$ cat src/core/serial_flash_defines.vh
// Constants of the serial flash bus front end.
// Assumes a 100 MHz core clock; included by its bare name.
`ifndef SERIAL_FLASH_DEFINES_VH
`define SERIAL_FLASH_DEFINES_VH

// Timing
`define CORE_CLK_MHZ 100
`define RESET_PULSE_MIN_WIDTH_NS 1000
`define RESET_PULSE_MIN_CYCLES ((`RESET_PULSE_MIN_WIDTH_NS * `CORE_CLK_MHZ + 999) / 1000)

// Opcodes
`define OP_READ3 8'h03
`define OP_READ4 8'h13
`define OP_FAST3 8'h0B
`define OP_FAST4 8'h0C
`define OP_QOUT3 8'h6B
`define OP_QOUT4 8'h6C
`define OP_QIO3 8'hEB
`define OP_QIO4 8'hEC
`define OP_QDTR3 8'hED
`define OP_QDTR4 8'hEE
`define OP_PP3 8'h02
`define OP_PP4 8'h12
`define OP_QPP3 8'h32
`define OP_QPP4 8'h34
`define OP_XQPP3 8'hC2
`define OP_XQPP4 8'h3E
`define OP_QCMD_ENTER 8'h38
`define OP_QCMD_EXIT 8'hFF
`define OP_RESET_ARM 8'h66
`define OP_RESET_GO 8'h99

// Dummy clock counts
`define DUMMY_FAST 5'h08
`define DUMMY_QOUT 5'h08
`define DUMMY_QIO 5'h06
`define DUMMY_QDTR 5'h08

// Array geometry
`define ADDR_MSB 26
`define PAGE_SHIFT 8
`define SECTOR_SHIFT 12
`define BLOCK64_SHIFT 16
`define BLOCK32_SHIFT 15

`endif

$ cat src/core/flash_pin_sync.v
// Two-flop synchroniser for a group of pins.
// Assumes the inputs are asynchronous to i_core_clk.
module flash_pin_sync #(
    parameter WIDTH = 6,
    parameter [WIDTH-1:0] INIT = {WIDTH{1'b0}}
) (
    // Clock and reset
    input wire i_core_clk,
    input wire i_rst_n,
    // Pins
    input wire [WIDTH-1:0] i_d,
    output wire [WIDTH-1:0] o_q
);
    reg [WIDTH-1:0] meta_q;
    reg [WIDTH-1:0] sync_q;

    always @(posedge i_core_clk or negedge i_rst_n) begin
        if (!i_rst_n) begin
            meta_q <= INIT;
            sync_q <= INIT;
        end else begin
            meta_q <= i_d;
            sync_q <= meta_q;
        end
    end

    assign o_q = sync_q;
endmodule // flash_pin_sync

$ cat src/core/flash_reset_pulse_filter.v
// Qualifies the hardware reset pin by its low time.
// Assumes the pin is asynchronous; hold stays up while the pin stays low.
`include "serial_flash_defines.vh"
module flash_reset_pulse_filter #(
    parameter [11:0] MIN_CYCLES = `RESET_PULSE_MIN_CYCLES
) (
    // Clock and reset
    input wire i_core_clk,
    input wire i_rst_n,
    // Reset pin
    input wire i_hw_reset_n,
    output reg o_hold
);
    reg meta_q;
    reg pin_q;
    reg [11:0] cnt_q;

    always @(posedge i_core_clk or negedge i_rst_n) begin
        if (!i_rst_n) begin
            meta_q <= 1'b1;
            pin_q <= 1'b1;
            cnt_q <= 12'h000;
            o_hold <= 1'b0;
        end else begin
            meta_q <= i_hw_reset_n;
            pin_q <= meta_q;
            if (pin_q) begin
                cnt_q <= 12'h000;
                o_hold <= 1'b0;
            end else if (cnt_q >= MIN_CYCLES - 12'h001) begin
                o_hold <= 1'b1;
            end else begin
                cnt_q <= cnt_q + 12'h001;
            end
        end
    end
endmodule // flash_reset_pulse_filter

$ cat src/core/serial_flash_bus_front_end.v
// Bus front end of a serial NOR flash: pins in, decoded frames out.
// Assumes SCLK, CS#, IO and RESET# arrive asynchronously; SCLK well below core clock / 8.
`include "serial_flash_defines.vh"
module serial_flash_bus_front_end (
    // Clock and reset
    input wire i_core_clk,
    input wire i_rst_n,
    // Flash pins
    input wire i_sclk,
    input wire i_cs_n,
    input wire i_hw_reset_n,
    input wire [3:0] i_io,
    output reg [3:0] o_io,
    output reg [3:0] o_io_oe_n,
    // Command and address
    output reg [7:0] o_cmd,
    output reg o_cmd_valid,
    output reg [31:0] o_addr,
    output reg o_addr_valid,
    output reg [18:0] o_page_index,
    output reg [14:0] o_sector_index,
    output reg [11:0] o_block32_index,
    output reg [10:0] o_block64_index,
    // Data
    output reg [7:0] o_wr_data,
    output reg o_wr_valid,
    output reg o_rd_req,
    input wire [7:0] i_rd_data,
    // Status
    output reg o_frame_end,
    output reg o_quad_command_mode,
    output reg o_dtr_active,
    output reg o_write_protect,
    output reg o_reset_event
);
    localparam [2:0] ST_IDLE = 3'd0;
    localparam [2:0] ST_OPC = 3'd1;
    localparam [2:0] ST_ADDR = 3'd2;
    localparam [2:0] ST_DUMMY = 3'd3;
    localparam [2:0] ST_DIN = 3'd4;
    localparam [2:0] ST_DOUT = 3'd5;
    localparam [2:0] ST_IGNORE = 3'd6;
    localparam [5:0] SYNC_INIT = 6'b00_0010;

    // Packed decode: valid, addr4, addr quad, data quad, dtr, read, dummy[4:0]
    function [10:0] decode;
        input [7:0] op;
        begin
            case (op)
                `OP_READ3: decode = {6'b10_0001, 5'h00};
                `OP_READ4: decode = {6'b11_0001, 5'h00};
                `OP_FAST3: decode = {6'b10_0001, `DUMMY_FAST};
                `OP_FAST4: decode = {6'b11_0001, `DUMMY_FAST};
                `OP_QOUT3: decode = {6'b10_0101, `DUMMY_QOUT};
                `OP_QOUT4: decode = {6'b11_0101, `DUMMY_QOUT};
                `OP_QIO3: decode = {6'b10_1101, `DUMMY_QIO};
                `OP_QIO4: decode = {6'b11_1101, `DUMMY_QIO};
                `OP_QDTR3: decode = {6'b10_1101, 5'h00} | {6'b00_0010, `DUMMY_QDTR};
                `OP_QDTR4: decode = {6'b11_1101, 5'h00} | {6'b00_0010, `DUMMY_QDTR};
                `OP_PP3: decode = {6'b10_0000, 5'h00};
                `OP_PP4: decode = {6'b11_0000, 5'h00};
                `OP_QPP3: decode = {6'b10_0100, 5'h00};
                `OP_QPP4: decode = {6'b11_0100, 5'h00};
                `OP_XQPP3: decode = {6'b10_1100, 5'h00};
                `OP_XQPP4: decode = {6'b11_1100, 5'h00};
                default: decode = 11'h000;
            endcase
        end
    endfunction

    // Beats needed for a bit count on one or four lines
    function [5:0] beats;
        input [5:0] bits;
        input quad;
        begin
            beats = quad ? {2'b00, bits[5:2]} : bits;
        end
    endfunction

    wire [5:0] pin_s;
    wire hw_hold;
    wire sclk_s;
    wire cs_n_s;
    wire [3:0] io_s;
    reg sclk_prev_q;
    reg cs_prev_q;
    reg [2:0] state_q;
    reg [5:0] cnt_q;
    reg [31:0] shift_q;
    reg arm_q;
    reg addr4_q;
    reg aq_q;
    reg dq_q;
    reg rd_q;
    reg [4:0] dummy_q;
    reg [7:0] out_q;
    reg [2:0] ocnt_q;

    flash_pin_sync #(
        .WIDTH(6),
        .INIT(SYNC_INIT)
    ) u_pin_sync (
        .i_core_clk(i_core_clk),
        .i_rst_n(i_rst_n),
        .i_d({i_io, i_cs_n, i_sclk}),
        .o_q(pin_s)
    );

    flash_reset_pulse_filter u_reset_filter (
        .i_core_clk(i_core_clk),
        .i_rst_n(i_rst_n),
        .i_hw_reset_n(i_hw_reset_n),
        .o_hold(hw_hold)
    );

    assign sclk_s = pin_s[0];
    assign cs_n_s = pin_s[1];
    assign io_s = pin_s[5:2];

    // Edges found by the core clock; idle level of SCLK does not matter
    wire sclk_rise = sclk_s & ~sclk_prev_q;
    wire sclk_fall = ~sclk_s & sclk_prev_q;
    wire cs_fall = ~cs_n_s & cs_prev_q;

    // Lane width of the current input phase
    wire wide = (state_q == ST_OPC) ? o_quad_command_mode : ((state_q == ST_ADDR) ? aq_q : dq_q);
    wire [31:0] in_d = wide ? {shift_q[27:0], io_s} : {shift_q[30:0], io_s[0]};
    wire [31:0] addr_d = addr4_q ? in_d : {8'h00, in_d[23:0]};
    wire [7:0] op_d = in_d[7:0];
    wire [10:0] dec = decode(op_d);
    wire dec_aq = dec[8] | o_quad_command_mode;
    wire dec_dq = dec[7] | o_quad_command_mode;
    // Address taken on both edges in DTR
    wire addr_samp = (o_dtr_active & cnt_q[0]) ? sclk_fall : sclk_rise;
    // Output shifts on falling edge, also rising in DTR
    wire out_edge = sclk_fall | (sclk_rise & o_dtr_active);
    wire quad_lines = o_quad_command_mode | ((state_q == ST_ADDR) & aq_q)
        | (((state_q == ST_DUMMY) | (state_q == ST_DIN) | (state_q == ST_DOUT)) & dq_q);

    always @(posedge i_core_clk or negedge i_rst_n) begin
        if (!i_rst_n) begin
            sclk_prev_q <= 1'b0;
            cs_prev_q <= 1'b1;
            state_q <= ST_IDLE;
            cnt_q <= 6'h00;
            shift_q <= 32'h0000_0000;
            arm_q <= 1'b0;
            addr4_q <= 1'b0;
            aq_q <= 1'b0;
            dq_q <= 1'b0;
            rd_q <= 1'b0;
            dummy_q <= 5'h00;
            out_q <= 8'h00;
            ocnt_q <= 3'h0;
            o_io <= 4'h0;
            o_io_oe_n <= 4'hF;
            o_cmd <= 8'h00;
            o_cmd_valid <= 1'b0;
            o_addr <= 32'h0000_0000;
            o_addr_valid <= 1'b0;
            o_page_index <= 19'h0_0000;
            o_sector_index <= 15'h0000;
            o_block32_index <= 12'h000;
            o_block64_index <= 11'h000;
            o_wr_data <= 8'h00;
            o_wr_valid <= 1'b0;
            o_rd_req <= 1'b0;
            o_frame_end <= 1'b0;
            o_quad_command_mode <= 1'b0;
            o_dtr_active <= 1'b0;
            o_write_protect <= 1'b0;
            o_reset_event <= 1'b0;
        end else begin
            sclk_prev_q <= sclk_s;
            cs_prev_q <= cs_n_s;
            o_cmd_valid <= 1'b0;
            o_addr_valid <= 1'b0;
            o_wr_valid <= 1'b0;
            o_rd_req <= 1'b0;
            o_frame_end <= 1'b0;
            o_reset_event <= 1'b0;
            // WP sampled only while IO2 is not carrying data
            if (!quad_lines) begin
                o_write_protect <= ~io_s[2];
            end
            if (hw_hold) begin
                // Pin reset overrides any state; volatile bits to power-on values
                state_q <= ST_IGNORE;
                o_quad_command_mode <= 1'b0;
                o_dtr_active <= 1'b0;
                arm_q <= 1'b0;
                ocnt_q <= 3'h0;
                o_io <= 4'h0;
                o_io_oe_n <= 4'hF;
                o_write_protect <= 1'b0;
                o_reset_event <= 1'b1;
            end else if (cs_n_s) begin
                // Frame over: drop partial frame, release lines
                o_frame_end <= (state_q != ST_IDLE);
                state_q <= ST_IDLE;
                o_io_oe_n <= 4'hF;
                o_io <= 4'h0;
                o_dtr_active <= 1'b0;
                ocnt_q <= 3'h0;
            end else if (cs_fall && state_q == ST_IDLE) begin
                state_q <= ST_OPC;
                shift_q <= 32'h0000_0000;
                cnt_q <= beats(6'd8, o_quad_command_mode);
            end else begin
                case (state_q)
                    ST_OPC: begin
                        if (sclk_rise) begin
                            shift_q <= in_d;
                            cnt_q <= cnt_q - 6'h01;
                            if (cnt_q == 6'h01) begin
                                o_cmd <= op_d;
                                o_cmd_valid <= 1'b1;
                                arm_q <= (op_d == `OP_RESET_ARM);
                                state_q <= ST_IGNORE;
                                if (op_d == `OP_QCMD_ENTER) begin
                                    o_quad_command_mode <= 1'b1;
                                end else if (op_d == `OP_QCMD_EXIT) begin
                                    o_quad_command_mode <= 1'b0;
                                end else if (op_d == `OP_RESET_GO && arm_q) begin
                                    o_quad_command_mode <= 1'b0;
                                    o_write_protect <= 1'b0;
                                    o_reset_event <= 1'b1;
                                end else if (dec[10]) begin
                                    state_q <= ST_ADDR;
                                    addr4_q <= dec[9];
                                    aq_q <= dec_aq;
                                    dq_q <= dec_dq;
                                    o_dtr_active <= dec[6];
                                    rd_q <= dec[5];
                                    dummy_q <= dec[4:0];
                                    cnt_q <= beats(dec[9] ? 6'd32 : 6'd24, dec_aq);
                                end
                            end
                        end
                    end
                    ST_ADDR: begin
                        if (addr_samp) begin
                            shift_q <= in_d;
                            cnt_q <= cnt_q - 6'h01;
                            if (cnt_q == 6'h01) begin
                                o_addr <= addr_d;
                                o_addr_valid <= 1'b1;
                                o_page_index <= addr_d[`ADDR_MSB:`PAGE_SHIFT];
                                o_sector_index <= addr_d[`ADDR_MSB:`SECTOR_SHIFT];
                                o_block32_index <= addr_d[`ADDR_MSB:`BLOCK32_SHIFT];
                                o_block64_index <= addr_d[`ADDR_MSB:`BLOCK64_SHIFT];
                                if (dummy_q != 5'h00) begin
                                    state_q <= ST_DUMMY;
                                    cnt_q <= {1'b0, dummy_q};
                                end else if (rd_q) begin
                                    state_q <= ST_DOUT;
                                    o_rd_req <= 1'b1;
                                end else begin
                                    state_q <= ST_DIN;
                                    cnt_q <= beats(6'd8, dq_q);
                                end
                            end
                        end
                    end
                    ST_DUMMY: begin
                        if (sclk_rise) begin
                            cnt_q <= cnt_q - 6'h01;
                            if (cnt_q == 6'h01) begin
                                state_q <= ST_DOUT;
                                o_rd_req <= 1'b1;
                            end
                        end
                    end
                    ST_DIN: begin
                        if (sclk_rise) begin
                            shift_q <= in_d;
                            cnt_q <= cnt_q - 6'h01;
                            if (cnt_q == 6'h01) begin
                                o_wr_data <= in_d[7:0];
                                o_wr_valid <= 1'b1;
                                cnt_q <= beats(6'd8, dq_q);
                            end
                        end
                    end
                    ST_DOUT: begin
                        if (out_edge) begin
                            if (ocnt_q == 3'h0) begin
                                if (dq_q) begin
                                    o_io <= i_rd_data[7:4];
                                    out_q <= {i_rd_data[3:0], 4'h0};
                                    ocnt_q <= 3'h1;
                                    o_io_oe_n <= 4'h0;
                                end else begin
                                    o_io <= {2'b00, i_rd_data[7], 1'b0};
                                    out_q <= {i_rd_data[6:0], 1'b0};
                                    ocnt_q <= 3'h7;
                                    o_io_oe_n <= 4'hD;
                                end
                            end else begin
                                if (dq_q) begin
                                    o_io <= out_q[7:4];
                                    out_q <= {out_q[3:0], 4'h0};
                                end else begin
                                    o_io <= {2'b00, out_q[7], 1'b0};
                                    out_q <= {out_q[6:0], 1'b0};
                                end
                                ocnt_q <= ocnt_q - 3'h1;
                                if (ocnt_q == 3'h1) begin
                                    o_rd_req <= 1'b1;
                                end
                            end
                        end
                    end
                    ST_IGNORE: begin
                        o_io_oe_n <= 4'hF;
                    end
                    ST_IDLE: begin
                        o_io_oe_n <= 4'hF;
                    end
                    default: begin
                        state_q <= ST_IGNORE;
                    end
                endcase
            end
        end
    end
endmodule // serial_flash_bus_front_end

$ cat config.mk
export PLATFORM = sky130hd
export DESIGN_NAME = serial_flash_bus_front_end
export DESIGN_NICKNAME = d
export VERILOG_FILES = /design/src/core/flash_pin_sync.v /design/src/core/flash_reset_pulse_filter.v /design/src/core/serial_flash_bus_front_end.v
export VERILOG_INCLUDE_DIRS = /design/src /design/src/core
export SDC_FILE = /design/constraint.sdc
export NUM_CORES = 1
export LEC_CHECK = 0
export BUFFER_PORTS_ARGS = -buffer_cell sky130_fd_sc_hd__buf_4
export CORE_MARGIN = 2
export CORE_UTILIZATION = 29
export DETAILED_ROUTE_END_ITERATION = 12
export GPL_TIMING_DRIVEN = 1
export PLACE_DENSITY_LB_ADDON = 0.12
export REMOVE_ABC_BUFFERS = 1
export SYNTH_ARGS = -nofsm -noshare
export SYNTH_HDL_FRONTEND = slang
export SYNTH_HIERARCHICAL = 1
export SYNTH_SLANG_ARGS = --single-unit
$ cat constraint.sdc
create_clock -name i_core_clk -period 3.3 [get_ports i_core_clk]
set_clock_uncertainty 0.15 [all_clocks]
set_input_delay 0.165 -clock i_core_clk [delete_from_list [all_inputs] [get_ports i_core_clk]]
set_output_delay 0.165 -clock i_core_clk [all_outputs]
set_load 0.02 [all_outputs]
# Word-level counts from Yosys, hierarchy flattened
# Cells that the tools add are included.
[classes] eq_ne=49 addsub=3 mux=146 reduce_logical=36 magnitude_cmp=1 bitwise_logic=23
[ops] cell="11-bit one-hot mux with 16 select lines" n=1
[ops] cell="6-bit 2-to-1 mux" n=16
[ops] cell="31-bit 2-to-1 mux" n=3
[ops] cell="1-bit 2-to-1 mux" n=77
[ops] cell="32-bit 2-to-1 mux" n=2
[ops] cell="4-bit 2-to-1 mux" n=16
[ops] cell="3-bit 2-to-1 mux" n=21
[ops] cell="31-bit one-hot mux with 2 select lines" n=1
[ops] cell="8-bit == test, second input constant" n=7
[ops] cell="8-bit by 6-bit == test with 1-bit output, second input constant" n=4
[ops] cell="8-bit by 7-bit == test with 1-bit output, second input constant" n=3
[ops] cell="12-bit 2-to-1 mux" n=2
[ops] cell="8-bit 2-to-1 mux" n=3
[ops] cell="6-bit one-hot mux with 4 select lines" n=1
[ops] cell="6-bit AND reduction" n=4
[ops] cell="3-bit nonzero test" n=8
[ops] cell="8-bit by 2-bit == test with 1-bit output, second input constant" n=2
[ops] cell="8-bit by 4-bit == test with 1-bit output, second input constant" n=2
[ops] cell="8-bit by 5-bit == test with 1-bit output, second input constant" n=2
[ops] cell="3-bit by 1-bit inequality test with 1-bit output, second input constant" n=5
[ops] cell="5-bit by 1-bit inequality test with 1-bit output, second input constant" n=3
[ops] cell="5-bit by 2-bit inequality test with 1-bit output, second input constant" n=3
[ops] cell="5-bit AND reduction" n=3
[ops] cell="7-bit AND reduction" n=2
[ops] cell="other kinds (29)" n=67
[totals] regBits=212 input_bits=17

# Depth between registers and ports, before layout
# Gate-level depths: netlist of run 1.
[depth] word_depth=16 mapped_depth=14 ltp_nobuf=12

# Hierarchy
# Netlist of run 1, hierarchy kept.
[modules_own_cells] module="serial_flash_bus_front_end" n_inst=1 cells_each=770 seq_area_each_um2=3056.7 area_per_inst_um2=7056.8
[modules_own_cells] module="flash_reset_pulse_filter" n_inst=1 cells_each=57 seq_area_each_um2=377.9 area_per_inst_um2=664.4
[modules_own_cells] module="flash_pin_sync" n_inst=1 cells_each=12 seq_area_each_um2=302.8 area_per_inst_um2=302.8

# Worst setup path before layout of run 1
# No wires, ideal clock.
[synth_timing] kind="flip-flop to flip-flop" start="register state_q[1]" end="register, netlist name cnt_q[1]" n_path_buf=2 path_slack_ns=0.436 arrival_time_ns=2.582 stages_incl_launch_ff=14 path_cell_list="dfrtp_1 > buf_6 > nor3b_4 > o21a_4 > nor2_4 > buf_6 > or3_1 > a21oi_1 > a21oi_1 > o221ai_2 > inv_1 > ha_1 > nor4_1 > o31ai_1"
[synth_lines] item="from (decl)" line="serial_flash_bus_front_end.v:87" text="reg [2:0] state_q;"
[synth_lines] item="from (signal assigned)" line="serial_flash_bus_front_end.v:144" text="state_q <= ST_IDLE;"
[synth_lines] item="from (signal assigned)" line="serial_flash_bus_front_end.v:188" text="state_q <= ST_IGNORE;"
[synth_lines] item="from (signal assigned)" line="serial_flash_bus_front_end.v:200" text="state_q <= ST_IDLE;"

==> results of run 1 <==
## layout make-up
| class | count | area [um2] |
|---|---|---|
| fillers | 2800 | 17100 |
| flip-flops and latches | 149 | 3740 |
| repair buffers | 191 | 1500 |
| multi-input cells | 561 | 3550 |
| clock buffers | 21 | 450 |
| clock inverters | 11 | 126 |
| inverters | 25 | 93.8 |
| well taps | 341 | 427 |
## placed cells by master, fill, tap and decap left out, types with 6 or more instances in the layout
| master | Yosys | final |
|---|---|---|
| buf_4 | 62 | 175 |
| nor3_1 | 17 | 17 |
| o21ai_0 | 70 | 70 |
| or4_1 | 7 | 7 |
| a31oi_1 | 8 | 8 |
| nand3_1 | 7 | 7 |
| nand4_1 | 9 | 9 |
| nor4_1 | 6 | 6 |
| and3_1 | 7 | 7 |
| mux2i_1 | 44 | 44 |
| o31ai_1 | 19 | 18 |
| dfstp_2 | 7 | 7 |
| inv_1 | 23 | 23 |
| dlygate4sd3_1 | 0 | 13 |
| nand3b_1 | 7 | 7 |
| dfrtp_1 | 142 | 141 |
| nor2_1 | 67 | 67 |
| clkbuf_16 | 0 | 17 |
| nand2_1 | 92 | 92 |
| a21oi_1 | 58 | 58 |
| nor2b_1 | 16 | 16 |
| o22ai_1 | 12 | 12 |
| nand2b_1 | 10 | 10 |
| mux2_2 | 11 | 11 |
| ha_1 | 10 | 10 |
## through the flow
stage / util [%] / cell area, um2 / power (W) / TNS (ns)
2_1_floorplan: - / 7360 / 0.00365 / -122.24
3_5_place_dp: 33.9 / 9170 / 0.00462 / 0
5_1_grt: 36.6 / 9880 / 0.00693 / 0
3_3_place_gp: 33.9 / 9170 / 0.00464 / 0
6_report: 36.6 / 9880 / 0.00653 / 0
4_1_cts: 36.6 / 9880 / 0.00660 / 0
## sequential cells by signal, indices dropped and copies added, names as in the netlist, 2 cells and up
register	count
u_reset_filter/cnt_q	12
ocnt_q	3
o_cmd	8
o_io_oe_n	2
u_pin_sync/o_q	6
o_wr_data	8
o_io	4
u_pin_sync/meta_q	6
shift_q	31
o_addr	32
state_q	3
out_q	7
dummy_q	2
cnt_q	6
## cells by family (layout without fill, tap and decap cells)
kind of cell               count (synthesis)  after routing
DFF                                      149            149
buffers and inverters                    129            248
muxes                                     58             58
AOI/OAI and AO/OA                        214            214
adders and majority gates                 10             10
and+or+nand+nor                          272            272
xor gates and xnor gates                   7              7
## per-layer routing
layer	global-route usage [%]	up-vias	routed length [um]
li1	-	3103	-
met1	23.1	3104	11300
met2	24.3	124	10200
met3	3.05	13	691
met4	4.27	0	289
met5	0	-	0
## critical path, cell delays in order (launching register included)
cell and delay (ns):
dfrtp_1 0.50, nor3b_4 0.29, o21a_4 0.21, nor2_4 0.08, or3_1 0.35, a21oi_1 0.23
a21oi_1 0.12, o221ai_2 0.26, inv_1 0.13, ha_1 0.21, nor4_1 0.28, o31ai_1 0.11
## power groups by stage
stage | clock, W | sequential, W | combinational (W)
CTS | 0.00199 | 0.00230 | 0.00231
global route | 0.00208 | 0.00234 | 0.00251
detailed placement | 0 | 0.00233 | 0.00229
global placement | 0 | 0.00233 | 0.00231
finish | 0.00193 | 0.00230 | 0.00230
floorplan | 0 | 0.00251 | 0.00114
## repair_timing
| item | in CTS | in global routing |
|---|---|---|
| endpoints found under the setup margin | 0 | 1 |
| resized for setup | 0 | 1 |
| buffers inserted | 0 | 0 |
| hold buffers | 13 | 0 |
| hold endpoints to repair | 73 | 0 |
## final timing paths
kind                                           to  slack, ns            startpoint
worst min register to register  u_pin_sync/o_q[2]       0.20  u_pin_sync/meta_q[2]
worst max-delay path                     cnt_q[1]       0.25            state_q[0]
worst min-delay path                      o_io[2]       0.02          i_rd_data[6]
min in group asynchronous               o_addr[6]       0.13               i_rst_n
worst max register to register           cnt_q[1]       0.25            state_q[0]
max in group asynchronous             shift_q[18]       2.02               i_rst_n
==> impl_metrics.py, run 1 <==
metrics = {
    "outcome": {
        "outcome": "complete, no violations",
    },
    "synthesis": {
        "yosys.area_share.simple_pct": 17.0,
        "synth_cell_types": 84,
        "yosysMostFrequentCell": "dfrtp_1",
        "synth_top_family_by_area": "compound AO/OA/AOI/OAI gates",
        "synth_compound_area_share_pct": 17.0,
        "synth_flop_cell": "dfrtp_1",
        "async_reset_ff_share_pct": 100,
        "synth_edf_count": 0,
        "synth.area.top_cells": "dfrtp_1 (44%), buf_4 (5.8%), mux2i_1 (5.5%), o21ai_0 (4.4%), nand2_1 (4.3%)",
        "synth_xor_area_share_pct": 0.998,
        "ys_seq_area_share_pct": 46.6,
        "avgSynthCellArea_um2": 9.56,
        "synth_seq_cells": 149,
        "synthCells": 839,
        "synth_fa_ha_area_share_pct": 1.56,
        "yosys_warnings": 6,
        "synth_area_um2": 8020,
        "yosysTopAreaCellShare_pct": 44.3,
        "synth.largest_area_cell": "dfrtp_1",
        "yosys-mux-area-fraction_pct": 7.48,
        "synth_top_cells_by_count": "dfrtp_1 (142), nand2_1 (92), o21ai_0 (70)",
    },
    "timing": {
        "setup_viol": 0,
        "fmax_ghz": 0.328,
        "hold_viol": 0,
        "slew_headroom_pct": 51.1,
        "tightest_slew_ns": 0.731,
        "maxSlewViolCount": 0,
        "period_needed_ns": 3.05,
        "rsz0062_at_grt": "no",
        "whs_ns": 0.0189,
        "layout_setup_ws_ns": 0.247,
        "fin_crit_sh_pct": 92.5,
    },
    "clock_tree": {
        "ctsLongestPathBuffers": 2,
        "cts.clk_slew.worst_paths_ns": 0.06,
        "cts_tree": "done",
        "root_buffer": "clkbuf_16",
        "insertion_delay_ns": 0.42,
        "cts_sinks": 149,
        "cts_made_buffers": 17,
        "cts.htree.levels": 4,
    },
    "detailed_routing": {
        "postRouteAntennaNets": 0,
        "firstDrtPassIters": 4,
        "routed_via_density": 4.88,
        "wirelength_um": 22500,
        "num_vias": 6344,
        "detail_route.iter0.violations": 509,
        "avgRoutedWirePerCell_um": 17.3,
        "drc": 0,
    },
    "global_route": {
        "grt_pass1_vias": 6290,
        "grt_max_degree": 63,
        "grt_util_all_layers_pct": 15.9,
        "grt_overflow": 0,
        "antenna_found_initial": 0,
        "grt_pass1_wl_um": 35900,
    },
    "worst_hold_path": {
        "hold_class": "primary input to register",
        "hold_path_depth": 3,
    },
    "run": {
        "drv_cap": 0,
    },
    "setup_path": {
        "critPathRequiredTime_ns": 3.43,
        "ff2ff_path_depth": 11,
        "crit_path_start_kind": "register",
        "cp.arrival_ns": 3.19,
        "critical_path_class": "register to register",
        "worstSetupEndpointType": "register",
        "cp_max_fo": 8,
    },
    "placed_design": {
        "place_ws_ns": 0.277,
        "gp_congestion": 0.858,
        "portBuffers": 138,
        "dp_hpwl_um": 16200,
        "dp.cells": 1254,
    },
    "pwr": {
        "switching_share_pct": 37.4,
        "seq_power_share_pct": 35.2,
        "ir_worst_vdd_uv": 316,
        "p_clk_share_pct": 29.5,
        "p_leak_nw": 4.49,
        "p_switching_w": 0.00244,
        "power.share.combinational_pct": 35.3,
        "p_int_w": 0.00409,
        "powerDensity_nw_per_um2": 661,
    },
    "cells_and_area": {
        "syn2layout_area_growth_pct": 23.1,
        "fin_nets": 972,
        "antenna_cells": 0,
        "fin_cells": 1299,
        "drive_gt1_share_pct": 26.7,
    },
    "floorplan": {
        "die_h_um": 170,
        "fp.dieW_um": 170,
        "ioPinCount": 139,
        "dieArea_um2": 29000,
        "rows": 60,
        "core_um2": 27000,
        "start_util_pct": 29.7,
    },
}
Power figures use the tool's default switching activity.
==> run 2: changes to the inputs <==
Settings changed: ABC_AREA set to 1.
==> impl_metrics.py, run 2 <==
metrics = {
    "timing": {
        "fmax_ghz": 0.327,
        "hold_viol": 0,
        "layout_setup_ws_ns": 0.242,
        "setup_tns_ns": 0,
        "slew_headroom_pct": 52.3,
        "setup_viol": 0,
        "period_needed_ns": 3.06,
        "tightest_slew_ns": 0.714,
        "maxSlewViolCount": 0,
        "fin_crit_sh_pct": 92.7,
    },
    "floorplan": {
        "ioPinCount": 139,
        "rows": 60,
        "fp.dieW_um": 168,
        "start_util_pct": 29.3,
        "die_h_um": 168,
        "dieArea_um2": 28400,
        "core_um2": 26700,
    },
    "setup_path": {
        "crit_path_start": "state_q[2]",
        "crit_path_start_kind": "register",
        "critPathRequiredTime_ns": 3.45,
        "r2r-start": "state_q[2]",
        "worstSetupEndpointType": "register",
        "r2r_setup_slack_ns": 0.24,
        "cp_max_fo": 6,
        "cp.arrival_ns": 3.21,
        "critical_path_class": "register to register",
    },
    "cells_and_area": {
        "fin_nets": 1092,
        "mostFrequentLayoutCell": "nand2_1",
        "syn2layout_area_growth_pct": 23.0,
        "top_regs": "o_addr (32), shift_q (31), u_reset_filter/cnt_q (12)",
        "final_util_pct": 36.1,
        "antenna_cells": 0,
        "largest-register": "o_addr",
        "largest_reg_flops": 32,
        "drive_gt1_share_pct": 23.2,
        "mostFrequentLayoutCells": "nand2_1 (211), buf_4 (158), dfrtp_1 (141)",
    },
    "global_route": {
        "antenna_found_initial": 0,
        "grt_pass1_vias": 6284,
        "grt_overflow": 0,
        "grt_pass1_wl_um": 34000,
        "grt_util_all_layers_pct": 15.0,
        "grt_max_degree": 71,
    },
    "placed_design": {
        "gp_congestion": 0.866,
        "dp_hpwl_um": 14900,
        "portBuffers": 138,
        "place_ws_ns": 0.146,
    },
    "detailed_routing": {
        "firstDrtPassIters": 6,
        "avgRoutedWirePerCell_um": 14.7,
        "drc": 0,
        "wirelength_um": 20800,
        "postRouteAntennaNets": 0,
        "routed_via_density": 4.55,
        "num_vias": 6445,
        "detail_route.iter0.violations": 367,
    },
    "synthesis": {
        "synth_top_cells_by_count": "nand2_1 (212), dfrtp_1 (142), o21ai_0 (106)",
        "yosysMostFrequentCell": "nand2_1",
        "synth_seq_cells": 149,
        "synth.area.top_cells": "dfrtp_1 (45%), nand2_1 (10%), o21ai_0 (6.8%), buf_4 (5.7%), inv_1 (4.9%)",
        "async_reset_ff_share_pct": 100,
        "ys_seq_area_share_pct": 47.7,
        "avgSynthCellArea_um2": 8.17,
        "synth_edf_count": 0,
        "synth_flop_cell": "dfrtp_1",
        "synth_area_um2": 7840,
        "synth.largest_area_cell": "dfrtp_1",
        "yosys_warnings": 6,
        "synthCells": 959,
        "synth_cell_types": 47,
        "yosysTopAreaCellShare_pct": 45.3,
    },
    "clock_tree": {
        "root_buffer": "clkbuf_16",
        "ctsLongestPathBuffers": 2,
        "cts_sinks": 149,
        "cts.clk_slew.worst_paths_ns": 0.07,
        "cts_tree": "done",
        "insertion_delay_ns": 0.42,
        "cts.htree.levels": 4,
        "cts_made_buffers": 17,
    },
    "pwr": {
        "p_int_w": 0.00381,
        "p_switching_w": 0.00225,
        "ir_worst_vdd_uv": 314,
        "p_leak_nw": 4.91,
        "p_clk_share_pct": 30.5,
        "switching_share_pct": 37.1,
        "power.share.combinational_pct": 31.8,
        "total_power_w": 0.00606,
        "seq_power_share_pct": 37.6,
        "powerDensity_nw_per_um2": 628,
    },
    "worst_hold_path": {
        "hold_class": "primary input to register",
        "hold_path_startpoint": "i_rd_data[5]",
    },
    "run": {
        "drv_cap": 0,
    },
    "outcome": {
        "outcome": "complete, no violations",
    },
}
==> run 2: changes by cell type after synthesis, moves of 36 or more <==
| cell | change |
|---|---|
| nand3_1 | +46 |
| a21oi_1 | -36 |
| inv_1 | +79 |
| mux2i_1 | -44 |
| nand2_1 | +120 |
| o21ai_0 | +36 |
==> run 2: kinds of logic (layout without fill, tap and decap cells) <==
group,count (synthesis),in the layout,synth area share (%)
and+or+nand+nor,399,400,22.9
AOI/OAI and AO/OA,195,195,14.1
muxes,1,1,0.144
DFF,149,149,47.7
adders and majority gates,10,10,1.60
xor gates and xnor gates,6,6,0.671
buffers and inverters,199,316,12.9
==> run 2: metrics by stage <==
| step | area [um2] | instances | hold slack [ns] |
|---|---|---|---|
| floorplan | 7240 | 869 | -0.281 |
| global placement | 8850 | 1366 | -0.0366 |
| detailed placement | 8850 | 1366 | -0.0390 |
| CTS | 9570 | 1413 | 0.0228 |
| global route | 9640 | 1418 | 0.0796 |
| finish | 9640 | 1418 | 0.0555 |
==> run 2: timing repair <==
action,in CTS,in global routing
hold buffers,16,0
resized for setup,0,8
endpoints found under the setup margin,0,5
hold endpoints to repair,123,0
setup buffers,0,4
==> run 2: cell type report <==
class / instances / area (um2)
inverters: 109 / 414
well taps: 341 / 427
clock buffers: 21 / 450
repair buffers: 176 / 1380
clock inverters: 10 / 100
fillers: 2819 / 17100
multi-input cells: 612 / 3130
flip-flops and latches: 149 / 3740
==> run 2: power groups by stage <==
stage / sequential (W) / combinational, W / clock [W]
floorplan: 0.00229 / 0.00127 / 0
global placement: 0.00230 / 0.00192 / 0
detailed placement: 0.00230 / 0.00190 / 0
CTS: 0.00227 / 0.00193 / 0.00192
global route: 0.00231 / 0.00218 / 0.00200
finish: 0.00228 / 0.00193 / 0.00185
==> run 2: worst max-delay path, cell delays in order, from the launching register on <==
cell     delay (ns)
dfrtp_2        0.47
inv_2          0.11
nand4_1        0.18
buf_4          0.21
nand3_2        0.11
buf_4          0.12
nand3_1        0.06
nand2_1        0.11
nand2_2        0.09
nor3_1         0.25
nand4_1        0.12
o21ai_0        0.14
nor4_2         0.07
buf_4          0.16
ha_1           0.27
nand3_1        0.07
nand3_1        0.09
nand2_1        0.06
nand2_1        0.07
nand2_1        0.05
==> run 2: worst paths after layout <==
path                                          end  cells after the start
worst max-delay path                     cnt_q[3]                     19
worst min-delay path                     out_q[6]                      5
worst max register to register           cnt_q[3]                     19
worst min register to register  u_pin_sync/o_q[3]                      0
max in group asynchronous              shift_q[3]                      3
min in group asynchronous                 o_io[0]                      2
==> run 2: per-layer routing <==
metal  track usage, %  up-vias  part of all wire (%)
met4             3.41        0                  0.56
met1             21.1     3032                    49
li1                 -     3302                     -
met5                0        -                     0
met2             23.9      105                    47
met3             2.84        6                   3.1
==> run 3: changes to the inputs <==
Settings changed: BUFFER_PORTS_ARGS -buffer_cell sky130_fd_sc_hd__buf_4 to not set, DONT_BUFFER_PORTS set to 1.
==> impl_metrics.py, run 3 (synthesis gave the netlist of run 2 again) <==
metrics = {
    "cells_and_area": {
        "final_area_um2": 8670,
        "largest-register": "o_addr",
        "fillers": 2810,
        "fin_nets": 952,
        "largest_reg_flops": 32,
        "multi_input_area_um2": 3150,
        "syn2layout_area_growth_pct": 10.7,
        "mostFrequentLayoutCells": "nand2_1 (210), dfrtp_1 (141), o21ai_0 (106)",
        "mostFrequentLayoutCell": "nand2_1",
        "seq_area_um2": 3740,
        "antenna_cells": 0,
        "drive_gt1_share_pct": 12.0,
        "final_util_pct": 32.5,
        "top_regs": "o_addr (32), shift_q (31), u_reset_filter/cnt_q (12)",
    },
    "placed_design": {
        "placed_area_um2": 7780,
        "gp_congestion": 0.872,
        "portBuffers": 0,
        "dp_hpwl_um": 13800,
    },
    "clock_tree": {
        "cts.htree.levels": 4,
        "cts_tree": "done",
        "insertion_delay_ns": 0.42,
        "cts.clk_slew.worst_paths_ns": 0.07,
        "holdBufCountCts": 18,
        "root_buffer": "clkbuf_16",
        "cts_sinks": 149,
        "ctsLongestPathBuffers": 2,
        "cts_made_buffers": 17,
    },
    "pwr": {
        "ir_worst_vdd_uv": 321,
        "p_leak_nw": 4.18,
        "powerDensity_nw_per_um2": 710,
        "total_power_w": 0.00616,
    },
    "detailed_routing": {
        "routed_via_density": 4.68,
        "drc": 0,
        "firstDrtPassIters": 4,
        "detail_route.iter0.violations": 408,
        "wirelength_um": 20300,
        "avgRoutedWirePerCell_um": 15.8,
        "num_vias": 5986,
        "postRouteAntennaNets": 0,
    },
    "setup_path": {
        "crit_slowest_cell": "dlygate4sd3_1",
        "worstSetupEndpointType": "register",
        "crit_path_start_kind": "register",
        "crit_family": "buffers and inverters",
        "cp_max_fo": 17,
        "critPathRequiredTime_ns": 3.50,
        "cp.arrival_ns": 3.26,
        "slowest_delay_ns": 0.58,
        "cp_cell_sequence": "inv_1 > nor2_1 > inv_1 > o21ai_0 > nand2_1 > nor2_1 > buf_4 > nor2_1 > a41oi_1 > dlygate4sd3_1",
        "path_buf_inv": 4,
        "critical_path_class": "register to register",
        "critPathMostFrequentCell": "nor2_1",
    },
    "run": {
        "drv_cap": 0,
    },
    "outcome": {
        "violations": "negative hold slack",
        "outcome": "finished, violations left",
    },
    "global_route": {
        "grt_pass1_wl_um": 33200,
        "grt_pass1_vias": 6098,
        "grt_util_all_layers_pct": 14.7,
        "grt_overflow": 0,
        "antenna_found_initial": 0,
        "grt_max_degree": 150,
    },
    "worst_hold_path": {
        "hold_class": "primary input to async pin",
    },
    "floorplan": {
        "rows": 60,
        "start_util_pct": 29.3,
        "die_h_um": 168,
        "ioPinCount": 139,
        "dieArea_um2": 28400,
        "fp.dieW_um": 168,
        "core_um2": 26700,
    },
    "timing": {
        "setup_tns_ns": 0,
        "fin_crit_sh_pct": 92.6,
        "fmax_ghz": 0.327,
        "hold_viol": 149,
        "setup_viol": 0,
        "period_needed_ns": 3.05,
        "maxSlewViolCount": 0,
        "whs_ns": -0.709,
        "tightest_slew_ns": 0.916,
        "slew_headroom_pct": 39.0,
    },
}
[run 3: cell types whose count changed in the layout (fill, tap and decap cells not counted), sizes merged]
cell	delta
clkinv	-2
clkinvlp	+2
dlygate4sd3	+2
buf	-142
clkbuf	-2
inv	+1
bufinv	+2
[run 3: layer usage]
layer  up-vias  GRT usage (%)  wire length, um
li1       3022              -                -
met3        19           3.39              787
met5         -              0                0
met1      2843           20.5            10100
met4         0           3.94              245
met2       102           22.9             9140
[run 3: where the power goes]
part | switching [W] | total, W | internal [W]
combinational | 0.00119 | 0.00178 | 0.000590
sequential | 0.000240 | 0.00233 | 0.00209
clock | 0.000831 | 0.00206 | 0.00123
[run 3: final timing paths]
| kind | slack (ns) | from | cells past startpoint | to |
|---|---|---|---|---|
| max in group asynchronous | 3.29 | i_rst_n | 0 | shift_q[18] |
| min | -0.71 | i_rst_n | 0 | o_io[0] |
| max reg2reg | 0.25 | u_pin_sync/o_q[0] | 10 | out_q[5] |
| max | 0.25 | u_pin_sync/o_q[0] | 10 | out_q[5] |
| min reg2reg | 0.20 | u_pin_sync/meta_q[2] | 0 | u_pin_sync/o_q[2] |
| min in group i_core_clk | 0.14 | i_hw_reset_n | 1 | u_reset_filter/meta_q |
[run 3: per-stage QoR]
| stage | instances | setup WS [ns] |
|---|---|---|
| global route | 1279 | -0.00508 |
| detailed placement | 1224 | 0.140 |
| floorplan | 869 | -0.564 |
| CTS | 1274 | 0.137 |
| global placement | 1224 | 0.233 |
| finish | 1279 | 0.245 |
[run 3: area by class of cell]
cell class,count,area share [%]
flip-flops and latches,149,43.1
multi-input cells,612,36.3
clock buffers,19,5.11
well taps,341,4.92
inverters,109,4.77
repair buffers,36,3.78
clock inverters,13,1.99
[run 3: repair_timing]
| item | 4_1_cts | 5_1_grt |
|---|---|---|
| endpoints found under the hold margin | 167 | 149 |
| endpoints found under the setup margin | 0 | 12 |
| buffers inserted | 0 | 4 |
| resized for setup | 0 | 12 |
